## src/inc/dbg_cmd_regs.vh

```
`ifndef DBG_CMD_REGS_VH
`define DBG_CMD_REGS_VH
// command codes
`define CMD_RD_REGFILE    8'h09
`define CMD_WR_PROG       8'h0a
`define CMD_RD_PROG       8'h0b
`define CMD_WR_DATA       8'h0c
// value returned when access is blocked
`define BLOCKED_BYTE      8'hff
// transfer length picked by a size field of zero
`define SIZE_ZERO_WIDE    17'h10000
`define SIZE_ZERO_REG     17'h00100
// register-file address field: lower nibble of first byte
`define REG_ADDR_HI_BITS  3:0
`define REG_ADDR_HI_W     4
// memory space selects
`define SPACE_REG         2'h0
`define SPACE_PROG        2'h1
`define SPACE_DATA        2'h2
`endif

```

## src/rtl/byte_fifo.v

```verilog
`timescale 1ns/1ps
module byte_fifo #(
   parameter WIDTH = 8,
   parameter DEPTH = 16,
   parameter AW    = 4
) (
   input  wire             clk_sys,
   input  wire             reset,
   input  wire             clk_en,
   input  wire [WIDTH-1:0] in_data,
   input  wire             in_valid,
   output wire             in_ready,
   output reg  [WIDTH-1:0] out_data,
   output wire             out_valid,
   input  wire             out_ready
);
   reg [WIDTH-1:0] mem [0:DEPTH-1];
   reg [AW-1:0]    wr_q;
   reg [AW-1:0]    rd_q;
   reg [AW:0]      cnt_q;
   wire            push = in_valid && in_ready;
   wire            pop  = out_valid && out_ready;

   assign in_ready  = (cnt_q != DEPTH[AW:0]);
   assign out_valid = (cnt_q != {(AW+1){1'b0}});

   always @(posedge clk_sys) begin
      if (clk_en && push) begin
         mem[wr_q] <= in_data;
      end
   end

   // head word read straight from the array flops, no extra stage of latency
   always @* begin
      out_data = mem[rd_q];
   end

   always @(posedge clk_sys or posedge reset) begin
      if (reset) begin
         wr_q  <= {AW{1'b0}};
         rd_q  <= {AW{1'b0}};
         cnt_q <= {(AW+1){1'b0}};
      end else if (clk_en) begin
         if (push) begin
            wr_q <= wr_q + 1'b1;
         end
         if (pop) begin
            rd_q <= rd_q + 1'b1;
         end
         if (push && !pop) begin
            cnt_q <= cnt_q + 1'b1;
         end else if (pop && !push) begin
            cnt_q <= cnt_q - 1'b1;
         end
      end
   end
endmodule // byte_fifo

```

## src/rtl/debug_memory_command_engine.v

```verilog
`timescale 1ns/1ps
`include "dbg_cmd_regs.vh"
module debug_memory_command_engine #(
   parameter FIFO_DEPTH = 16,
   parameter FIFO_AW    = 4
) (
   input  wire        clk_sys,
   input  wire        reset,
   input  wire        clk_en,
   input  wire [7:0]  rx_byte,
   input  wire        rx_valid,
   output wire        rx_ready,
   output wire [7:0]  tx_byte,
   output wire        tx_valid,
   input  wire        tx_ready,
   input  wire        debug_halted,
   input  wire        read_lock,
   input  wire        flash_unlocked,
   output reg  [1:0]  mem_space,
   output reg  [15:0] mem_addr,
   output reg  [7:0]  mem_wdata,
   output reg         mem_wr,
   output reg         mem_rd,
   input  wire [7:0]  mem_rdata,
   input  wire        mem_ack,
   output wire        busy
);
   // ----------------------------------------------------------------
   // states
   // ----------------------------------------------------------------
   localparam [3:0] S_CMD   = 4'h0;
   localparam [3:0] S_AH    = 4'h1;
   localparam [3:0] S_AL    = 4'h2;
   localparam [3:0] S_SH    = 4'h3;
   localparam [3:0] S_SL    = 4'h4;
   localparam [3:0] S_WDAT  = 4'h5;
   localparam [3:0] S_WMEM  = 4'h6;
   localparam [3:0] S_RMEM  = 4'h7;
   localparam [3:0] S_RPUSH = 4'h8;

   reg [3:0]  state_q;
   reg [7:0]  cmd_q;
   reg [16:0] left_q;
   reg [7:0]  rdata_q;
   reg        push_q;

   wire blocked = !debug_halted || read_lock;
   wire fifo_ready;

   // zero size field selects the largest transfer
   function [16:0] size_count;
      input [15:0] sz;
      input        wide;
      begin
         if (sz == 16'h0000) begin
            size_count = wide ? `SIZE_ZERO_WIDE : `SIZE_ZERO_REG;
         end else begin
            size_count = {1'b0, sz};
         end
      end
   endfunction

   function is_write;
      input [7:0] c;
      begin
         is_write = (c == `CMD_WR_PROG) || (c == `CMD_WR_DATA);
      end
   endfunction

   // ----------------------------------------------------------------
   // receive side: framing lives in the serial front end
   // ----------------------------------------------------------------
   // framed bytes arrive already deserialised, lsb first
   assign rx_ready = (state_q == S_CMD) || (state_q == S_AH) || (state_q == S_AL)
                     || (state_q == S_SH) || (state_q == S_SL) || (state_q == S_WDAT);
   assign busy     = (state_q != S_CMD);

   always @(posedge clk_sys or posedge reset) begin
      if (reset) begin
         state_q   <= S_CMD;
         cmd_q     <= 8'h00;
         left_q    <= 17'h00000;
         rdata_q   <= 8'h00;
         push_q    <= 1'b0;
         mem_space <= `SPACE_REG;
         mem_addr  <= 16'h0000;
         mem_wdata <= 8'h00;
         mem_wr    <= 1'b0;
         mem_rd    <= 1'b0;
      end else if (clk_en) begin
         if (push_q && fifo_ready) begin
            push_q <= 1'b0;
         end
         case (state_q)
            S_CMD: begin
               if (rx_valid) begin
                  cmd_q <= rx_byte;
                  case (rx_byte)
                     `CMD_RD_REGFILE: begin
                        mem_space <= `SPACE_REG;
                        state_q   <= S_AH;
                     end
                     `CMD_WR_PROG, `CMD_RD_PROG: begin
                        mem_space <= `SPACE_PROG;
                        state_q   <= S_AH;
                     end
                     `CMD_WR_DATA: begin
                        mem_space <= `SPACE_DATA;
                        state_q   <= S_AH;
                     end
                     default: begin
                        state_q <= S_CMD; // unknown codes ignored
                     end
                  endcase
               end
            end
            S_AH: begin
               if (rx_valid) begin
                  if (cmd_q == `CMD_RD_REGFILE) begin
                     mem_addr[15:8] <= {4'h0, rx_byte[`REG_ADDR_HI_BITS]};
                  end else begin
                     mem_addr[15:8] <= rx_byte;
                  end
                  state_q <= S_AL;
               end
            end
            S_AL: begin
               if (rx_valid) begin
                  mem_addr[7:0] <= rx_byte;
                  // register read carries a single size byte
                  state_q <= (cmd_q == `CMD_RD_REGFILE) ? S_SL : S_SH;
               end
            end
            S_SH: begin
               if (rx_valid) begin
                  left_q[15:8] <= rx_byte;
                  state_q      <= S_SL;
               end
            end
            S_SL: begin
               if (rx_valid) begin
                  if (cmd_q == `CMD_RD_REGFILE) begin
                     left_q <= size_count({8'h00, rx_byte}, 1'b0);
                  end else begin
                     left_q <= size_count({left_q[15:8], rx_byte}, 1'b1);
                  end
                  state_q <= is_write(cmd_q) ? S_WDAT : S_RMEM;
               end
            end
            S_WDAT: begin
               if (rx_valid) begin
                  mem_wdata <= rx_byte;
                  // drop the byte but still count it down
                  if (blocked || (cmd_q == `CMD_WR_PROG && !flash_unlocked)) begin
                     mem_addr <= mem_addr + 16'h0001;
                     left_q   <= left_q - 17'h00001;
                     state_q  <= (left_q == 17'h00001) ? S_CMD : S_WDAT;
                  end else begin
                     mem_wr  <= 1'b1;
                     state_q <= S_WMEM;
                  end
               end
            end
            S_WMEM: begin
               if (mem_ack) begin
                  mem_wr   <= 1'b0;
                  mem_addr <= mem_addr + 16'h0001;
                  left_q   <= left_q - 17'h00001;
                  state_q  <= (left_q == 17'h00001) ? S_CMD : S_WDAT;
               end
            end
            S_RMEM: begin
               if (!push_q) begin
                  if (blocked) begin
                     rdata_q <= `BLOCKED_BYTE;
                     push_q  <= 1'b1;
                     state_q <= S_RPUSH;
                  end else if (mem_rd && mem_ack) begin
                     mem_rd  <= 1'b0;
                     rdata_q <= mem_rdata;
                     push_q  <= 1'b1;
                     state_q <= S_RPUSH;
                  end else begin
                     mem_rd <= 1'b1;
                  end
               end
            end
            S_RPUSH: begin
               // one byte per count; fifo back-pressure stalls reads
               mem_addr <= mem_addr + 16'h0001;
               left_q   <= left_q - 17'h00001;
               state_q  <= (left_q == 17'h00001) ? S_CMD : S_RMEM;
            end
            default: begin
               state_q <= S_CMD;
            end
         endcase
      end
   end

   // ----------------------------------------------------------------
   // reply buffer toward the serial transmitter
   // ----------------------------------------------------------------
   byte_fifo #(
      .WIDTH (8),
      .DEPTH (FIFO_DEPTH),
      .AW    (FIFO_AW)
   ) u_reply_fifo (
      .clk_sys   (clk_sys),
      .reset     (reset),
      .clk_en    (clk_en),
      .in_data   (rdata_q),
      .in_valid  (push_q),
      .in_ready  (fifo_ready),
      .out_data  (tx_byte),
      .out_valid (tx_valid),
      .out_ready (tx_ready)
   );
endmodule // debug_memory_command_engine

```

## config.mk

```make
export PLATFORM = sky130hd
export DESIGN_NAME = debug_memory_command_engine
export DESIGN_NICKNAME = d
export VERILOG_FILES = /design/src/rtl/byte_fifo.v /design/src/rtl/debug_memory_command_engine.v
export VERILOG_INCLUDE_DIRS = /design/src /design/src/inc
export SDC_FILE = /design/constraint.sdc
export NUM_CORES = 1
export LEC_CHECK = 0
export ABC_AREA = 1
export BUFFER_PORTS_ARGS = -buffer_cell sky130_fd_sc_hd__buf_4
export CORE_MARGIN = 2
export CORE_UTILIZATION = 35
export DETAILED_ROUTE_END_ITERATION = 6
export PLACE_DENSITY_LB_ADDON = 0.1
export SYNTH_ARGS = -nofsm -noshare
export SYNTH_HDL_FRONTEND = slang
export SYNTH_SLANG_ARGS = --single-unit
```

## constraint.sdc

```tcl
create_clock -name clk_sys -period 3 [get_ports clk_sys]
set_input_delay 0.3 -clock clk_sys [delete_from_list [all_inputs] [get_ports clk_sys]]
set_output_delay 0.3 -clock clk_sys [all_outputs]
set_load 0.02 [all_outputs]
```

==> summary.txt <==
outcome: completed
reg-to-reg slack, setup: 0.62 ns
Clk pwr share: 0.251
Flop pwr share: 0.385
pwr dens: 1030 mW/mm^2
RSZ-0062 raised after global routing: no
slowest stage delay, CP: 0.69 ns
Synth Flop Type: edfxtp_1
peak supply drop: 0.409 mV
Root Buffer: clkbuf_16
final setup TNS: 0 ns
Fin Hold WS: 0.0635 ns
Clock transition at path regs: 0.06 ns
Final Cycle Share: 0.915
Final Hold Fails: 0
H-tree levels: 1
clk_lat worst skew: 0.52 ns
P&R area growth vs syn: 16.8%
CP Capture Type: primary output
Cells after Synth: 1110
fill count: 2884
drt first pass iters: 5
critical-path maximum fanout: 28
Port Buf Inserts: 63
relative slew slack: 0.434
Yosys top cell area share: 0.381
top post-synthesis cells by area: edfxtp_1, dfrtp_1, nand2_1
Site Rows: 62
Post-synth EDFFs: 128
Hold Path Class: in2reg
Initial Util: 0.353
final antenna-violating net count: 0
routability cong.: 0.787
initial antenna violation count: 0
Die Wd: 174 um
Sink Count: 207
post-synthesis cell type count: 39
Die ar.: 0.0302 mm^2
Logic pwr share: 0.364
Final Setup Violations: 0
Bufs on Longest Clock Path: 3
All-Layer GR Usage: 0.178
Final Max Slew Viols: 0
count of state elements after synthesis: 207
commonest cells in the synthesized netlist: nand2_1, nor2_1, o21ai_0
worst-path cell chain: buf_4 > o21ai_0 > o211ai_1 > nand3_1 > nand2_1 > buf_4
Final min period: 2.75 ns
Setup WS pre-CTS: 0.576 ns
TritonCTS clock tree: done
Setup Skew: 0.0126 ns
grt ovf: 0
syn_nets: 1148
sequential fraction of the synthesis area: 0.578
Fmax: 0.364 GHz
Critical Path Source Type: flip-flop
CP Class: reg2out
1st-iter DRT viols: 500
first-pass GRT wire length: 42800 um
NetSw: 0.00492 W
ANT cells: 0
# nets final: 1212
max_cap viols: 0
multi-input logic area: 0.00374 mm^2
asr flop ratio synth: 0.382
Internal Dissipation: 0.00715 W
drt wl/cell: 16.9 um
vias per std cell: 4.86
total number of vias: 7660
Sequential Area: 0.00582 mm^2
Yosys warnings: 0
Avg Cell Area, Syn: 9.08 um^2
count leader, synth: nand2_1
height of the die: 174 um
Leakage: 4.90 nW
CP bufs+invs: 2
Ports: 64
setup ws final: 0.254 ns
layout cells sized above 1: 0.122
Num CTS Buffers: 24
CP max-delay cell: dfrtp_2
Detailed Place HPWL: 18000 um
most used cell, CP: buf_4
Net Sw Frac: 0.408
pin count of the biggest net entering global routing: 67
Worst Path Arrival: 2.45 ns
vias in the first global route: 7520
Worst Tran Pin Value: 0.846 ns
Placeable Area: 0.0285 mm^2
worst endpoint required time: 2.70 ns
total wire length: 26600 um
CP delay by family, top: flip-flops
DRC errors left: 0
area leader, netlist: edfxtp_1
Post-Syn Area: 0.0101 mm^2
==> registers in the layout, summed over array words and instances, names as in the netlist <==
register	cells
u_reply_fifo.mem	128
left_q	17
mem_addr	16
cmd_q	8
mem_wdata	8
rdata_q	8
u_reply_fifo.cnt_q	5
state_q	4
u_reply_fifo.rd_q	4
u_reply_fifo.wr_q	4
mem_space	2
mem_rd	1
mem_wr	1
push_q	1
==> worst register-to-register path, stage by stage, from the launching register on <==
cell,delay [ns]
dfrtp_1,0.43
nor4_1,0.39
nand2_1,0.14
nand2_1,0.08
inv_1,0.04
ha_1,0.20
inv_1,0.13
ha_1,0.29
nand2_1,0.11
nand2_1,0.05
a21oi_1,0.15
xor2_1,0.15
nand2_1,0.05
o21ai_0,0.08
==> kinds of logic after synthesis <==
kind of cell / after synthesis / synth area share
buffers and inverters: 119 / 0.0510
adders and majority gates: 13 / 0.0169
and+or+nand+nor: 561 / 0.235
xor gates and xnor gates: 15 / 0.0130
DFF: 207 / 0.578
muxes: 1 / 0.00112
AOI/OAI and AO/OA: 194 / 0.106
==> area by class of cell <==
type,count,share of cell area
clock inverters,8,0.00871
repair buffers,75,0.0491
clock buffers,36,0.0627
multi-input cells,784,0.318
flip-flops and latches,207,0.494
inverters,82,0.0265
well taps,384,0.0408
==> power groups by stage <==
| stage | Combinational [W] | Sequential (W) | Clock [W] |
|---|---|---|---|
| after floorplan | 0.00298 | 0.00445 | 0 |
| after global placement | 0.00442 | 0.00471 | 0 |
| after detailed placement | 0.00444 | 0.00471 | 0 |
| after CTS | 0.00445 | 0.00466 | 0.00312 |
| after global routing | 0.00500 | 0.00476 | 0.00323 |
| final | 0.00440 | 0.00465 | 0.00303 |
==> timing repair <==
| item | CTS | global route |
|---|---|---|
| endpoints found under the hold margin | 32 | 0 |
| gates resized for setup | 0 | 0 |
| hold buffers | 1 | 0 |
| buffers inserted | 0 | 0 |
==> worst paths after layout <==
check	cells past startpoint	startpoint	end
min reg2reg	2	cmd_q[4]$_DFFE_PP0P_	cmd_q[4]$_DFFE_PP0P_
max	6	u_reply_fifo.rd_q[1]$_DFFE_PP0P_	tx_byte[2]
min	3	mem_rdata[3]	rdata_q[3]$_DFFE_PP0P_
min in group asynchronous	3	reset	mem_wdata[1]$_DFFE_PP0P_
max reg2reg	13	u_reply_fifo.cnt_q[0]$_DFFE_PP0P_	u_reply_fifo.cnt_q[4]$_DFFE_PP0P_
max in group asynchronous	4	reset	left_q[10]$_DFFE_PP0P_
==> routing by layer <==
| metal | track usage | share of wire | vias to the layer above | wire, um |
|---|---|---|---|---|
| li1 | - | - | 3848 | - |
| met1 | 0.234 | 0.45 | 3681 | 12000 |
| met2 | 0.318 | 0.50 | 107 | 13300 |
| met3 | 0.0226 | 0.030 | 24 | 800 |
| met4 | 0.0343 | 0.015 | 0 | 390 |
| met5 | 0 | 0 | - | 0 |
==> cells in the final DEF (no fill, tap or decap), types with 3 or more instances in the layout <==
master / n
nor2_4: 5
nand3_2: 5
a21oi_1: 7
clkbuf_16: 26
clkbuf_1: 5
nand2_1: 282
edfxtp_1: 128
buf_4: 73
dfrtp_1: 78
nor2_1: 178
inv_2: 7
xnor2_1: 3
inv_1: 71
clkinv_2: 4
xor2_1: 12
nand3_1: 67
ha_1: 12
o21ai_0: 135
nor2_2: 3
clkbuf_8: 5
o211ai_1: 32
nand4_1: 10
o21ai_1: 16
clkinv_1: 3
==> per-stage QoR <==
step | utilization | total power, W | area, um^2 | instances
2_1_floorplan | - | 0.00744 | 10100 | 1110
4_1_cts | 0.412 | 0.0122 | 11800 | 1576
5_1_grt | 0.412 | 0.0130 | 11800 | 1576
3_3_place_gp | 0.383 | 0.00913 | 10900 | 1531
3_5_place_dp | 0.383 | 0.00915 | 10900 | 1531
6_report | 0.412 | 0.0121 | 11800 | 1576
No activity file was read; power rests on OpenSTA's default activity.
